===== src/hdl/twm_defines.svh =====
/*
 * constants of the two-wire master transmitter: register offsets, control bit
 * positions, status codes, reset values and bus timing counts.
 * assumes a 25 MHz aclk and inclusion by bare name.
 */
`ifndef TWM_DEFINES_SVH
`define TWM_DEFINES_SVH

`define TWM_CLK_HZ 25000000
// register byte offsets on the axi4-lite bus
`define TWM_OFS_CONTROL 8'h00
`define TWM_OFS_STATUS 8'h04
`define TWM_OFS_DATA 8'h08
// control register bit positions
`define TWM_B_STEP 7
`define TWM_B_ACKEN 6
`define TWM_B_START 5
`define TWM_B_STOP 4
`define TWM_B_WCOL 3
`define TWM_B_EN 2
`define TWM_B_IE 0
`define TWM_CONTROL_RST 8'h00
`define TWM_DATA_RST 8'hff
// status codes, low three bits are prescaler bits and read zero here
`define TWM_ST_START 8'h08
`define TWM_ST_RSTART 8'h10
`define TWM_ST_ADDR_ACK 8'h18
`define TWM_ST_ADDR_NACK 8'h20
`define TWM_ST_DATA_ACK 8'h28
`define TWM_ST_DATA_NACK 8'h30
`define TWM_ST_ARB_LOST 8'h38
`define TWM_ST_IDLE 8'hf8
`define TWM_ST_MASK 8'hf8
// scl quarter period: 100 kHz bus -> 2.5 us per quarter
`define TWM_QUARTER_NS 2500
`define TWM_QUARTER_CYC (`TWM_QUARTER_NS * 25 / 1000)

`endif


===== src/hdl/twm_pkg.sv =====
/*
 * types shared by the two-wire master transmitter.
 * assumes nothing beyond a systemverilog compiler.
 */
package twm_pkg;
  typedef enum logic [3:0] {
    TWM_IDLE, TWM_WAIT_FREE, TWM_START, TWM_BIT, TWM_ACK, TWM_HOLD, TWM_STOP
  } twm_state_t;
endpackage : twm_pkg


===== src/hdl/twm_master.sv =====
/*
 * two-wire master transmitter with axi4-lite registers: control, status
 * code and shift byte. holds the bus with scl low while the step flag from a start or an ack is set.
 * assumes open-drain pads outside (oe high pulls the wire low) and pull-ups.
 */
`include "twm_defines.svh"
module twm_master
  import twm_pkg::*;
#(
  parameter int QUARTER_CYC = `TWM_QUARTER_CYC
) (
  input wire logic aclk,
  input wire logic aresetn,
  input wire logic [7:0] s_axi_awaddr,
  input wire logic s_axi_awvalid,
  output logic s_axi_awready,
  input wire logic [31:0] s_axi_wdata,
  input wire logic [3:0] s_axi_wstrb,
  input wire logic s_axi_wvalid,
  output logic s_axi_wready,
  output logic [1:0] s_axi_bresp,
  output logic s_axi_bvalid,
  input wire logic s_axi_bready,
  input wire logic [7:0] s_axi_araddr,
  input wire logic s_axi_arvalid,
  output logic s_axi_arready,
  output logic [31:0] s_axi_rdata,
  output logic [1:0] s_axi_rresp,
  output logic s_axi_rvalid,
  input wire logic s_axi_rready,
  input wire logic scl_in,
  output logic scl_out,
  output logic scl_oe,
  input wire logic sda_in,
  output logic sda_out,
  output logic sda_oe,
  output logic irq
);
  // synchronised pin levels
  logic scl_s;
  logic sda_s;
  twm_sync u_scl (.aclk(aclk), .aresetn(aresetn), .pin_in(scl_in), .pin_sync(scl_s));
  twm_sync u_sda (.aclk(aclk), .aresetn(aresetn), .pin_in(sda_in), .pin_sync(sda_s));

  logic [7:0] ctrl_reg, ctrl_next;
  logic [7:0] status_reg, status_next;
  logic [7:0] data_reg, data_next;
  logic aw_reg, aw_next, w_reg, w_next;
  logic [7:0] awaddr_reg, awaddr_next;
  logic [7:0] wbyte_reg, wbyte_next;
  logic wlane_reg, wlane_next;
  logic bvalid_reg, bvalid_next, bad_w_reg, bad_w_next;
  logic rvalid_reg, rvalid_next;
  logic [31:0] rdata_reg, rdata_next;
  logic [1:0] rresp_reg, rresp_next;
  twm_state_t state_reg, state_next;
  logic [1:0] phase_reg, phase_next;
  logic [15:0] cnt_reg, cnt_next;
  logic [3:0] bit_reg, bit_next;
  logic busy_reg, busy_next, is_addr_reg, is_addr_next;
  logic scl_low_reg, scl_low_next, sda_low_reg, sda_low_next;
  logic bus_free;
  logic tick;
  logic do_write;
  logic step_set;
  logic [7:0] step_code;
  logic [7:0] ack_code_reg, ack_code_next; // ack level latched mid high phase, posted when scl falls

  assign tick = (cnt_reg == 16'h0000);
  assign bus_free = scl_s && sda_s && !busy_reg;
  assign do_write = aw_reg && w_reg && !bvalid_reg;

  // bus slave handshakes; address and data caught in either order
  assign s_axi_awready = !aw_reg && !bvalid_reg;
  assign s_axi_wready = !w_reg && !bvalid_reg;
  assign s_axi_bvalid = bvalid_reg;
  assign s_axi_bresp = bad_w_reg ? 2'h2 : 2'h0;
  assign s_axi_arready = !rvalid_reg;
  assign s_axi_rvalid = rvalid_reg;
  assign s_axi_rdata = rdata_reg;
  assign s_axi_rresp = rresp_reg;
  assign irq = ctrl_reg[`TWM_B_STEP] && ctrl_reg[`TWM_B_IE];
  assign scl_out = 1'b0;
  assign sda_out = 1'b0;
  assign scl_oe = scl_low_reg;
  assign sda_oe = sda_low_reg;

  // bus slave next state
  always_comb begin
    aw_next = aw_reg;
    w_next = w_reg;
    awaddr_next = awaddr_reg;
    wbyte_next = wbyte_reg;
    wlane_next = wlane_reg;
    bvalid_next = bvalid_reg;
    bad_w_next = bad_w_reg;
    rvalid_next = rvalid_reg;
    rdata_next = rdata_reg;
    rresp_next = rresp_reg;
    if (s_axi_awvalid && s_axi_awready) begin
      aw_next = 1'b1;
      awaddr_next = s_axi_awaddr;
    end
    if (s_axi_wvalid && s_axi_wready) begin
      w_next = 1'b1;
      wbyte_next = s_axi_wdata[7:0];
      wlane_next = s_axi_wstrb[0];
    end
    if (do_write) begin
      aw_next = 1'b0;
      w_next = 1'b0;
      bvalid_next = 1'b1;
      bad_w_next = !(awaddr_reg == `TWM_OFS_CONTROL || awaddr_reg == `TWM_OFS_DATA
                     || awaddr_reg == `TWM_OFS_STATUS);
    end
    if (bvalid_reg && s_axi_bready) begin
      bvalid_next = 1'b0;
    end
    if (s_axi_arvalid && s_axi_arready) begin
      rvalid_next = 1'b1;
      rresp_next = 2'h0;
      case (s_axi_araddr)
        `TWM_OFS_CONTROL: rdata_next = {24'h000000, ctrl_reg};
        `TWM_OFS_STATUS: rdata_next = {24'h000000, status_reg & `TWM_ST_MASK};
        `TWM_OFS_DATA: rdata_next = {24'h000000, data_reg};
        default: begin
          rdata_next = 32'h00000000;
          rresp_next = 2'h2;
        end
      endcase
    end else if (rvalid_reg && s_axi_rready) begin
      rvalid_next = 1'b0;
    end
  end

  // bus engine: quarter-period ticks walk start, bits, ack, stop
  always_comb begin
    state_next = state_reg;
    phase_next = phase_reg;
    cnt_next = tick ? 16'(QUARTER_CYC - 1) : cnt_reg - 16'h0001;
    bit_next = bit_reg;
    busy_next = busy_reg;
    is_addr_next = is_addr_reg;
    scl_low_next = scl_low_reg;
    sda_low_next = sda_low_reg;
    step_set = 1'b0;
    step_code = status_reg;
    ack_code_next = ack_code_reg;
    if (!ctrl_reg[`TWM_B_EN]) begin
      state_next = TWM_IDLE;
      scl_low_next = 1'b0;
      sda_low_next = 1'b0;
      busy_next = 1'b0;
    end else if (tick) begin
      phase_next = phase_reg + 2'h1;
      case (state_reg)
        TWM_IDLE, TWM_HOLD: begin
          phase_next = 2'h0;
          // nothing moves while the step flag is set
          if (!ctrl_reg[`TWM_B_STEP]) begin
            if (ctrl_reg[`TWM_B_STOP] && busy_reg) begin
              state_next = TWM_STOP;
            end else if (ctrl_reg[`TWM_B_START]) begin
              state_next = busy_reg ? TWM_START : TWM_WAIT_FREE;
            end else if (busy_reg && state_reg == TWM_HOLD) begin
              state_next = TWM_BIT;
              bit_next = 4'h7;
            end
          end
        end
        TWM_WAIT_FREE: begin
          phase_next = 2'h0;
          if (bus_free) begin
            state_next = TWM_START;
          end
        end
        TWM_START: begin
          // phases: release sda, raise scl, pull sda, pull scl
          case (phase_reg)
            2'h0: sda_low_next = 1'b0;
            2'h1: scl_low_next = 1'b0;
            2'h2: sda_low_next = 1'b1;
            default: begin
              scl_low_next = 1'b1;
              step_set = 1'b1;
              step_code = busy_reg ? `TWM_ST_RSTART : `TWM_ST_START;
              busy_next = 1'b1;
              is_addr_next = 1'b1;
              state_next = TWM_HOLD;
            end
          endcase
        end
        TWM_BIT, TWM_ACK: begin
          case (phase_reg)
            2'h0: sda_low_next = (state_reg == TWM_BIT) && !data_reg[bit_reg[2:0]];
            2'h1: scl_low_next = 1'b0;
            2'h2: begin
              if (state_reg == TWM_BIT && !sda_low_reg && !sda_s) begin
                // someone else pulled sda low: let go of the bus
                scl_low_next = 1'b0;
                sda_low_next = 1'b0;
                busy_next = 1'b0;
                step_set = 1'b1;
                step_code = `TWM_ST_ARB_LOST;
                state_next = TWM_IDLE;
              end else if (state_reg == TWM_ACK) begin
                // low level is an acknowledge
                step_code = is_addr_reg ? (sda_s ? `TWM_ST_ADDR_NACK : `TWM_ST_ADDR_ACK)
                                        : (sda_s ? `TWM_ST_DATA_NACK : `TWM_ST_DATA_ACK);
                ack_code_next = step_code;
              end
            end
            default: begin
              scl_low_next = 1'b1;
              if (state_reg == TWM_ACK) begin
                step_set = 1'b1;
                step_code = ack_code_reg;
                is_addr_next = 1'b0;
                state_next = TWM_HOLD;
              end else if (bit_reg == 4'h0) begin
                state_next = TWM_ACK;
              end else begin
                bit_next = bit_reg - 4'h1;
              end
            end
          endcase
        end
        TWM_STOP: begin
          case (phase_reg)
            2'h0: sda_low_next = 1'b1;
            2'h1: scl_low_next = 1'b0;
            2'h2: sda_low_next = 1'b0;
            default: begin
              busy_next = 1'b0;
              state_next = TWM_IDLE;
            end
          endcase
        end
        default: state_next = TWM_IDLE;
      endcase
    end
  end

  // registers written by software and by the engine
  always_comb begin
    ctrl_next = ctrl_reg;
    status_next = status_reg;
    data_next = data_reg;
    if (do_write && wlane_reg && awaddr_reg == `TWM_OFS_CONTROL) begin
      // flag cleared by a one, collision bit kept
      ctrl_next = {ctrl_reg[7] && !wbyte_reg[7], wbyte_reg[6:4], ctrl_reg[3], wbyte_reg[2], 1'b0,
                   wbyte_reg[0]};
    end
    if (do_write && wlane_reg && awaddr_reg == `TWM_OFS_DATA) begin
      if (ctrl_reg[`TWM_B_STEP]) begin
        data_next = wbyte_reg;
        ctrl_next[`TWM_B_WCOL] = 1'b0;
      end else begin
        ctrl_next[`TWM_B_WCOL] = 1'b1;
      end
    end
    if (state_reg == TWM_STOP && tick && phase_reg == 2'h3) begin
      ctrl_next[`TWM_B_STOP] = 1'b0;
    end
    if (state_reg == TWM_START && tick && phase_reg == 2'h3) begin
      ctrl_next[`TWM_B_START] = 1'b0; // start request consumed once issued
    end
    // hardware set beats a same-cycle software clear
    if (step_set) begin
      ctrl_next[`TWM_B_STEP] = 1'b1;
      status_next = step_code;
    end
  end

  // state registers; mode choice itself is left to software
  always_ff @(posedge aclk) begin
    if (!aresetn) begin
      ctrl_reg <= `TWM_CONTROL_RST;
      status_reg <= `TWM_ST_IDLE;
      data_reg <= `TWM_DATA_RST;
      aw_reg <= 1'b0;
      w_reg <= 1'b0;
      awaddr_reg <= 8'h00;
      wbyte_reg <= 8'h00;
      wlane_reg <= 1'b0;
      bvalid_reg <= 1'b0;
      bad_w_reg <= 1'b0;
      rvalid_reg <= 1'b0;
      rdata_reg <= 32'h00000000;
      rresp_reg <= 2'h0;
      state_reg <= TWM_IDLE;
      phase_reg <= 2'h0;
      cnt_reg <= 16'h0000;
      bit_reg <= 4'h7;
      busy_reg <= 1'b0;
      is_addr_reg <= 1'b0;
      scl_low_reg <= 1'b0;
      sda_low_reg <= 1'b0;
      ack_code_reg <= 8'h00;
    end else begin
      ctrl_reg <= ctrl_next;
      status_reg <= status_next;
      data_reg <= data_next;
      aw_reg <= aw_next;
      w_reg <= w_next;
      awaddr_reg <= awaddr_next;
      wbyte_reg <= wbyte_next;
      wlane_reg <= wlane_next;
      bvalid_reg <= bvalid_next;
      bad_w_reg <= bad_w_next;
      rvalid_reg <= rvalid_next;
      rdata_reg <= rdata_next;
      rresp_reg <= rresp_next;
      state_reg <= state_next;
      phase_reg <= phase_next;
      cnt_reg <= cnt_next;
      bit_reg <= bit_next;
      busy_reg <= busy_next;
      is_addr_reg <= is_addr_next;
      scl_low_reg <= scl_low_next;
      sda_low_reg <= sda_low_next;
      ack_code_reg <= ack_code_next;
    end
  end

  // scl is held low while the flag is set in the hold state with the bus owned
  chk_hold_scl_low: assert property (@(posedge aclk) disable iff (!aresetn)
    (ctrl_reg[`TWM_B_STEP] && busy_reg && state_reg == TWM_HOLD) |-> scl_oe)
    else $error("scl released while step flag set");
  chk_start_code: assert property (@(posedge aclk) disable iff (!aresetn)
    (state_reg == TWM_START && tick && phase_reg == 2'h3 && !busy_reg && ctrl_reg[`TWM_B_EN])
    |=> (ctrl_reg[`TWM_B_STEP] && status_reg == `TWM_ST_START))
    else $error("start did not post 0x08");
  chk_flag_clear: assert property (@(posedge aclk) disable iff (!aresetn)
    (do_write && wlane_reg && awaddr_reg == `TWM_OFS_CONTROL && !wbyte_reg[7] && ctrl_reg[7])
    |=> ctrl_reg[7])
    else $error("zero write cleared step flag");
  chk_wcol_set: assert property (@(posedge aclk) disable iff (!aresetn)
    (do_write && wlane_reg && awaddr_reg == `TWM_OFS_DATA && !ctrl_reg[7])
    |=> (ctrl_reg[`TWM_B_WCOL] && $stable(data_reg)))
    else $error("collision not caught");
  chk_irq_level: assert property (@(posedge aclk) disable iff (!aresetn)
    irq == (ctrl_reg[7] && ctrl_reg[0]))
    else $error("interrupt level wrong");
  chk_enable_off: assert property (@(posedge aclk) disable iff (!aresetn)
    !ctrl_reg[`TWM_B_EN] |=> ##1 (!scl_oe && !sda_oe))
    else $error("bus driven while disabled");
  chk_stop_self: assert property (@(posedge aclk) disable iff (!aresetn)
    (state_reg == TWM_STOP && tick && phase_reg == 2'h3 && ctrl_reg[`TWM_B_EN])
    |=> (!ctrl_reg[`TWM_B_STOP] && !busy_reg))
    else $error("stop request not cleared");
  chk_arb_release: assert property (@(posedge aclk) disable iff (!aresetn)
    ($changed(status_reg) && status_reg == `TWM_ST_ARB_LOST) |-> (!scl_oe && !sda_oe))
    else $error("bus held after arbitration loss");
endmodule : twm_master


===== src/hdl/twm_sync.sv =====
/*
 * two flip-flop synchroniser for one pin level.
 * assumes the pin is asynchronous to aclk; only the second stage is read.
 */
module twm_sync (
  input wire logic aclk,
  input wire logic aresetn,
  input wire logic pin_in,
  output logic pin_sync
);
  logic meta_reg;
  logic meta_next;
  logic sync_next;

  // next values are the plain shift
  always_comb begin
    meta_next = pin_in;
    sync_next = meta_reg;
  end

  // idle bus level is high, so reset to one
  always_ff @(posedge aclk) begin
    if (!aresetn) begin
      meta_reg <= 1'b1;
      pin_sync <= 1'b1;
    end else begin
      meta_reg <= meta_next;
      pin_sync <= sync_next;
    end
  end
endmodule : twm_sync


===== config.mk =====
export PLATFORM = sky130hd
export DESIGN_NAME = twm_master
export DESIGN_NICKNAME = d
export VERILOG_FILES = /design/src/hdl/twm_pkg.sv /design/src/hdl/twm_master.sv /design/src/hdl/twm_sync.sv
export VERILOG_INCLUDE_DIRS = /design/src /design/src/hdl
export SDC_FILE = /design/constraint.sdc
export NUM_CORES = 1
export LEC_CHECK = 0
export BUFFER_PORTS_ARGS = -buffer_cell sky130_fd_sc_hd__buf_2
export CORE_UTILIZATION = 50
export DETAILED_ROUTE_END_ITERATION = 6
export PLACE_DENSITY = 0.75
export SLEW_MARGIN = 40
export SYNTH_ARGS = -nofsm -noshare
export SYNTH_HDL_FRONTEND = slang
export SYNTH_SLANG_ARGS = --single-unit

===== constraint.sdc =====
create_clock -name aclk -period 4.8 [get_ports aclk]
set_input_delay 0.72 -clock aclk [delete_from_list [all_inputs] [get_ports aclk]]
set_output_delay 0.72 -clock aclk [all_outputs]
set_load 0.02 [all_outputs]

==> results.yml, run 1 <==
floorplan:
  rows: 33
  die-height_um: 95.71
  die_x_um: 95.71
  dieArea_sq_mm: 0.009159
  start_util_pct: 52.64
  boundaryPins: 107
  coreArea_sq_mm: 0.008341
synth:
  ys_async_sr_fraction_pct: 0
  yosysSeqAreaShare_pct: 39.21
  yosys.area_share.simple_pct: 24.28
  synthCells: 523
  synthAdderAreaFrac_pct: 2.223
  ys.flop_type: "dfxtp_1"
  synth_compound_area_share_pct: 14.45
  synthesis.area_sq_mm: 0.004390
  synthMuxAreaShare_pct: 7.951
  ys_ff_latch: 86
  synth_edf_count: 0
  yosys.cell_types.count: 61
  yosys_warnings: 0
  synth_top_family_by_area: "simple AND/OR/NAND/NOR gates"
  syn_area_per_cell_sq_um: 8.395
  synth_xor_area_share_pct: 2.793
routing:
  drc: 0
  vias: 3685
  drtPass1Iterations: 4
  ant_nets: 0
  vias_per_cell: 5.550
  wire_per_inst_um: 14.40
  drt_iter0_markers: 183
  routed_wl_um: 9562
layout:
  final_cells: 664
  num_antenna_cells: 0
  fin_nets: 622
  layout_commonest_cell: "dfxtp_1"
  syn_to_final_growth_pct: 8.378
  drive_gt1_share_pct: 14.67
  final_cell_mix: "dfxtp_1, nand2_1, nor2_1"
  largest_reg_flops: 16
timing:
  rsz0062_at_grt: "no"
  max_freq_ghz: 0.3701
  period_share_pct: 56.29
  hold_viol: 0
  setup_tns_ps: 0
  min_period_ps: 2702
  slew_headroom_pct: 46.14
  finClkSkew_ps: 13.27
  tightest_slew_ps: 806.7
  finalSetupViolations: 0
  slew_violations: 0
clock_network:
  post_cts_buffers: 0
  cts.path.max_buffers: 2
  cts_buffers: 9
  clockRootBuffer: "clkbuf_8"
  cts_hold_buf: 0
  cts_max_level: 3
  clk_latency_ps: 360
  cts_tree: "yes"
  clkSinkCount: 86
  cts_resized: 0
  clkTransAtPathRegs_ps: 90
power:
  p_sw_uw: 580.3
  clkPwrFrac_pct: 31.0
  seq_power_share_pct: 45.7
  power_density_mw_per_mm2: 382.5
  p_leak_uw: 0.001962
  switching_share_pct: 31.89
  pwr-share-comb_pct: 23.3
  ir_drop_uv: 297.6
  power_report.internal_total_uw: 1240
  power_uw: 1820
worst_setup_path:
  crit_path_end: "bit_reg[2]"
  r2r_slack_ps: 2100
  r2r-start: "cnt_reg[0]"
  cp-startpoint: "cnt_reg[0]"
  path_class: "reg -> reg"
  r2r-end: "bit_reg[2]"
  critPathCaptureType: "flip-flop"
  cp_data_arrival_time_ps: 2950
  reg2reg_depth: 7
  crit_fanout: 8
  critPathRequiredTime_ps: 5050
  crit_path_start_kind: "flip-flop"
grt:
  overflow: 0
  grt_usage_pct: 22.81
  antenna_found_initial: 0
  grt_pass1_wl_um: 16170
  grt_max_degree: 47
  first_global_vias: 3506
placement:
  place_inst: 648
  gp_congestion: 0.8778
  io_buffers: 51
  dpl.hpwl_um: 6783
hold_path:
  hp-class: "reg -> reg"
run:
  cap_violations: 0
status:
  outcome: "complete, no violations"
[how the worst min path moves through the flow]
stage | to | depth (start not counted) | startpoint | slack (ps)
final | u_sda.pin_sync | 1 | u_sda.meta_reg | 420
after detailed placement | u_scl.pin_sync | 1 | u_scl.meta_reg | 410
after CTS | u_sda.pin_sync | 1 | u_sda.meta_reg | 430
after floorplan | u_scl.pin_sync | 1 | u_scl.meta_reg | 390
after global routing | u_sda.pin_sync | 1 | u_sda.meta_reg | 450
after global placement | u_sda.pin_sync | 1 | u_sda.meta_reg | 410
[final cells by class]
type                       instances  area, sq um
sequential                        86         1722
multi-input combinational        391         2375
timing repair buffer              51        255.2
fill                             762         3582
clock inverter                     7        95.09
inverter                          15        56.30
clock buffer                       9        123.9
tap                              105        131.4
[synthesized netlist by cell type (3+ instances only)]
cell      number  area, sq um
inv_1         14        52.55
a31oi_1        3        18.77
xor2_1         3        26.28
or3_1          4        25.02
xnor2_1       11        96.34
nor2_1        54        202.7
o21ai_0       17        85.08
buf_2          4        20.02
nor4_1         7        43.79
a21oi_1       37        185.2
buf_1          5        18.77
buf_4         29        217.7
nand2b_1      15        93.84
mux2_2         3        33.78
nor3b_1        6        45.04
a211oi_1       5        37.54
nand2_1       62        232.7
nand3b_1       7        52.55
clkbuf_1      19        71.32
o21a_1         3        22.52
o22ai_1        4        25.02
nand3_1        7        35.03
nor2b_1        5        31.28
dfxtp_1       86         1722
ha_1           7        87.58
mux2i_1       27        270.3
nor3_1        17        85.08
or4_1          7        52.55
and2_1         5        31.28
a22oi_1        7        52.55
[stage by stage]
stage               area [sq um]  worst slack [ps]  hold WS [ps]  utilization [%]
floorplan                   4492              2383         386.3                -
global placement            4539              2138         408.3            54.43
detailed placement          4539              2102         413.0            54.43
CTS                         4758              2087         430.7            57.05
global route                4758              1959         447.5            57.05
finish                      4758              2098         420.0            57.05
[power groups by stage]
stage | clock network, uW | logic (uW) | registers (uW)
after global routing | 612 | 476 | 840
after global placement | 0 | 412 | 842
after detailed placement | 0 | 422 | 847
after CTS | 575 | 426 | 830
after floorplan | 0 | 396 | 835
final | 564 | 425 | 831
[cells by family (layout without fill, tap and decap cells)]
kind of cell / Yosys count / after routing
AND/OR/NAND/NOR: 209 / 209
AO/OA/AOI/OAI: 100 / 100
flip-flops: 86 / 86
buffers and inverters: 73 / 82
multiplexers: 32 / 32
XOR/XNOR: 14 / 14
adder cells (fa/ha/maj): 8 / 8
other: 1 / 28
[metal layers]
layer | part of all wire, % | up-vias | global-route usage (%)
met2 | 45 | 118 | 35.48
met4 | 1.9 | 0 | 10.82
li1 | - | 1833 | -
met5 | 0 | - | 0
met3 | 5.9 | 19 | 3.633
met1 | 47 | 1715 | 30.88
[worst max-delay path: stages (launching register included)]
cell,delay (ps)
dfxtp_1,350
inv_1,70
ha_1,220
or4b_2,670
nor4_4,360
nand2_1,300
or3_1,470
o32a_1,160
No activity file was read; power rests on OpenSTA's default activity.
==> inputs of run 2 (changes only) <==
- CORE_UTILIZATION: 50 -> 48
- PLACE_DENSITY: 0.75 -> 0.76
- clock period: 4.8 -> 2.3 ns (I/O delays scaled with it)
==> run 2 against run 1 <==
Effect of this change:
- the run now ends with DRC left
- cell count up 6.8%
- sequential share of layout area shrank 2.7 points
- final area rose by 8.2%
- critical path type unchanged
- largest power group unchanged
==> results.yml, run 2 (synthesis gave the netlist of run 1 again) <==
status:
  outcome: "finished, violations left"
  violations: "DRC"
placement:
  placed_area_sq_mm: 0.004877
  dpl.hpwl_um: 7493
  gp_congestion: 0.8657
  pre_cts_ws_ps: -5.130
  place_inst: 693
  io_buffers: 51
grt:
  grt_max_degree: 32
  grt_use_met1_pct: 28.11
  met3_usage_pct: 5.612
  grtUsageMet2_pct: 37.75
  grt_pass1_wl_um: 17170
  overflow: 0
  grt_usage_pct: 22.54
  first_global_vias: 3720
  antenna_found_initial: 0
  busiest_layer: "met2"
clock_network:
  cts_max_level: 3
  cts_tree: "yes"
  cts.path.max_buffers: 2
  post_cts_buffers: 0
  clk_latency_ps: 370
  clkTransAtPathRegs_ps: 80
  clockRootBuffer: "clkbuf_8"
  clkSinkCount: 86
  cts_buffers: 9
power:
  p_leak_uw: 0.002192
  power_density_mw_per_mm2: 763.6
  ir_drop_uv: 815.0
  power_report.internal_total_uw: 2676
  clkPwrFrac_pct: 27.6
  pwr-share-comb_pct: 28.7
  seq_power_share_pct: 43.7
  switching_share_pct: 31.90
  p_sw_uw: 1254
layout:
  regArea_sq_mm: 0.001724
  multi_input_comb_area_sq_mm: 0.002434
  syn_to_final_growth_pct: 17.21
  final_cell_mix: "dfxtp_1, nand2_1, nor2_1"
  num_antenna_cells: 0
  fin_nets: 664
  final_area_sq_mm: 0.005146
  largest_reg_flops: 16
  layout_commonest_cell: "dfxtp_1"
  drive_gt1_share_pct: 22.63
  final_cells: 709
  nFillCells: 792
timing:
  setup_tns_ps: 0
  fin_ws_ps: 14.31
  finalSetupViolations: 0
  finClkSkew_ps: 8.663
  period_share_pct: 99.38
  tightest_slew_ps: 773.5
  max_freq_ghz: 0.4375
  hold_viol: 0
  min_period_ps: 2286
  slew_headroom_pct: 48.27
  slew_violations: 0
  rsz0062_at_grt: "yes"
routing:
  routed_wl_um: 10240
  drtPass1Iterations: 7
  ant_nets: 0
  drt_iter0_markers: 325
  drc: 18
  wire_per_inst_um: 14.45
  vias: 3908
  vias_per_cell: 5.512
worst_setup_path:
  crit_fanout: 3
  critPathCaptureType: "flip-flop"
  crit_path_start_kind: "flip-flop"
  cp_data_arrival_time_ps: 2570
  critPathRequiredTime_ps: 2590
  path_class: "reg -> reg"
run:
  cap_violations: 0
floorplan:
  boundaryPins: 107
  die-height_um: 97.64
  rows: 34
  die_x_um: 97.64
  start_util_pct: 49.86
  coreArea_sq_mm: 0.008806
  dieArea_sq_mm: 0.009534
hold_path:
  hp-class: "in -> reg"
-- run 2: changes by cell type in the layout (fill, tap and decap cells not counted), moves of 2 or more --
cell	previous run	this run
buf_4	0	37
buf_6	0	4
dfxtp_1	86	84
dfxtp_2	0	2
inv_1	14	12
inv_2	1	3
nand2_1	62	60
-- run 2: final timing paths --
kind / slack, ps / end / cells after the start / startpoint
min reg2reg: 420 / u_sda.pin_sync / 1 / u_sda.meta_reg
max: 10 / state_reg[0] / 7 / cnt_reg[1]
max reg2reg: 10 / state_reg[0] / 7 / cnt_reg[1]
min: 160 / u_scl.meta_reg / 2 / scl_in
-- run 2: metal layers --
metal  wire length (um)  vias to the layer above  share of wire (%)
met2               4918                      124                 48
met3                494                       18                4.8
met1               4650                     1843                 45
met4                181                        0                1.8
met5                  0                        -                  0
li1                   -                     1923                  -
-- run 2: worst max-delay path: stages, from the launching register on --
cell and delay (ps):
dfxtp_2 330, inv_2 60, ha_4 120, or4b_4 480, buf_6 130, or4_4 460, nor4_4 380, mux2i_1 240
-- run 2: metrics by stage --
stage	total power, uW	hold WS [ps]	util [%]
4_1_cts	3926	146.4	57.76
6_report	3930	158.2	58.44
2_1_floorplan	2577	386.3	-
3_3_place_gp	2785	395.2	55.39
5_1_grt	4154	161.6	58.44
3_5_place_dp	2820	397.2	55.39
-- run 2: what timing repair did --
action / CTS / global route
pin swaps: 1 / 3
endpoints found under the setup margin: 11 / 19
hold buffers: 0 / 0
resized for setup: 6 / 13
-- run 2: layout make-up --
cell class                      instances  share of cell area, %
Inverter                               15                  1.094
Clock buffer                           11                  2.747
Tap cell                              108                  2.626
Clock inverter                          5                  1.118
Sequential cell                        86                  33.50
Multi-Input combinational cell        391                  47.29
Timing Repair Buffer                   93                  11.62
-- run 2: power by group through the flow --
stage	clock network [uW]	logic, uW	registers (uW)
final	1090	1130	1720
after global routing	1170	1250	1730
after CTS	1120	1090	1710
after detailed placement	0	1070	1750
after global placement	0	1050	1740
after floorplan	0	834	1740
==> inputs of run 3 (changes only) <==
- CORE_ASPECT_RATIO: not set -> 0.8
==> run 3 against run 2 <==
Effect of this change:
- the run ends with setup timing left
- sequential share of layout area shrank 0.13 points
- die area is essentially flat
- flip-flop and latch count is the same
- non-clock buffer count shrank 5
- fmax shrank 2.8%
- cell count shrank 0.28%
- via count grew 0.51%
- combinational power is essentially flat
- highest routed layer unchanged
==> results.yml, run 3 (synthesis gave the netlist of run 1 again) <==
status:
  outcome: "finished, violations left"
  violations: "setup timing"
timing:
  setup_tns_ps: -52.43
  tightest_slew_ps: 783.0
  hold_viol: 0
  slew_violations: 0
  max_freq_ghz: 0.4251
  slew_headroom_pct: 47.67
  rsz0062_at_grt: "yes"
  whs_ps: 192.8
  finalSetupViolations: 1
  finClkSkew_ps: 6.661
  fin_ws_ps: -52.43
  period_share_pct: 102.3
  min_period_ps: 2352
routing:
  drtPass1Iterations: 5
  vias_per_cell: 5.556
  wire_per_inst_um: 15.09
  ant_nets: 0
  drc: 0
  routed_wl_um: 10670
  vias: 3928
  drt_iter0_markers: 254
hold_path:
  hold_depth: 2
  hp-class: "in -> reg"
  worstHoldStart: "scl_in"
  hold_end: "u_scl.meta_reg"
worst_setup_path:
  cp_data_arrival_time_ps: 2580
  crit_family: "simple AND/OR/NAND/NOR gates"
  critPathBufInv: 2
  cpMaxStageDelayCell: "or4_1"
  crit_path_start_kind: "flip-flop"
  critPathRequiredTime_ps: 2520
  path_class: "reg -> reg"
  crit_fanout: 3
  reg2reg_depth: 8
  cp-startpoint: "cnt_reg[0]"
  crit_chain: "inv_2, ha_4, or4b_4, nor4_4, buf_4, o211ai_2, or4_1, o31a_1"
  r2r-start: "cnt_reg[0]"
  critPathCaptureType: "flip-flop"
  r2r_slack_ps: -50
  r2r-end: "status_reg[4]"
  critical_path.max_stage_delay_ps: 560
layout:
  drive_gt1_share_pct: 20.84
  largest_reg_flops: 16
  utilization_pct: 59.58
  final_cell_mix: "dfxtp_1, nand2_1, nor2_1"
  fin_nets: 659
  num_antenna_cells: 0
  layout_commonest_cell: "dfxtp_1"
  syn_to_final_growth_pct: 17.67
power:
  pwr-share-comb_pct: 25.5
  clkPwrFrac_pct: 35.0
  power_report.internal_total_uw: 3075
  power_uw: 4381
  switching_share_pct: 29.82
  p_leak_uw: 0.002183
  p_sw_uw: 1306
  power_density_mw_per_mm2: 848.0
  seq_power_share_pct: 39.4
  ir_drop_uv: 721.1
clock_network:
  cts_tree: "yes"
  clk_latency_ps: 340
  clkTransAtPathRegs_ps: 60
  clockRootBuffer: "clkbuf_16"
  cts_buffers: 9
  cts.path.max_buffers: 2
  cts_max_level: 3
  clkSinkCount: 86
floorplan:
  boundaryPins: 107
  die_x_um: 108.9
  dieArea_sq_mm: 0.009535
  coreArea_sq_mm: 0.008671
  rows: 30
  start_util_pct: 50.63
  die-height_um: 87.54
grt:
  grt_pass1_wl_um: 17570
  grt_max_degree: 35
  overflow: 0
  grt_usage_pct: 23.34
  antenna_found_initial: 0
  first_global_vias: 3788
placement:
  dpl.hpwl_um: 7629
  gp_congestion: 0.9578
  pre_cts_ws_ps: 39.13
  io_buffers: 51
run:
  cap_violations: 0
run 3: layout make-up:
type                            instances  area [sq um]
Tap cell                              112         140.1
Multi-Input combinational cell        391          2400
Fill cell                             753          3505
Clock buffer                           10         229.0
Sequential cell                        86          1724
Clock inverter                          5         83.83
Timing Repair Buffer                   88         533.0
Inverter                               15         56.30
run 3: worst max-delay path by stage:
stage / endpoint / cells after the start
final: status_reg[4] / 8
after global placement: status_reg[4] / 7
after floorplan: status_reg[4] / 7
after detailed placement: status_reg[4] / 7
after CTS: status_reg[4] / 7
after global routing: status_reg[4] / 8
run 3: power by group through the flow:
stage                     clock network, uW  registers, uW  logic [uW]
final                                  1540           1730        1120
after global routing                   1610           1740        1230
after CTS                              1560           1720        1050
after detailed placement                  0           1750        1040
after global placement                    0           1740        1000
after floorplan                           0           1740         834
run 3: through the flow:
step	area, sq um	std cells
finish	5166	707
global route	5166	707
CTS	5115	703
detailed placement	4802	688
global placement	4802	688
floorplan	4498	550
run 3: what timing repair did:
item                       CTS  global route
resized for setup            0             8
setup buffers                0             4
hold buffers                 0             0
setup endpoints to repair    0            25
run 3: layer usage:
| layer | vias to the layer above | track usage [%] | wire length, um |
|---|---|---|---|
| met2 | 180 | 37.28 | 4994 |
| met3 | 18 | 5.208 | 952 |
| met1 | 1825 | 31.17 | 4587 |
| met5 | - | 0 | 0 |
| met4 | 0 | 8.108 | 137 |
| li1 | 1905 | - | - |
run 3: worst register-to-register path, cell delays in order (launching register included):
cell      delay, ps
dfxtp_2         320
inv_2            60
ha_4            140
or4b_4          480
nor4_4          280
buf_4           180
o211ai_2        100
or4_1           560
o31a_1          120
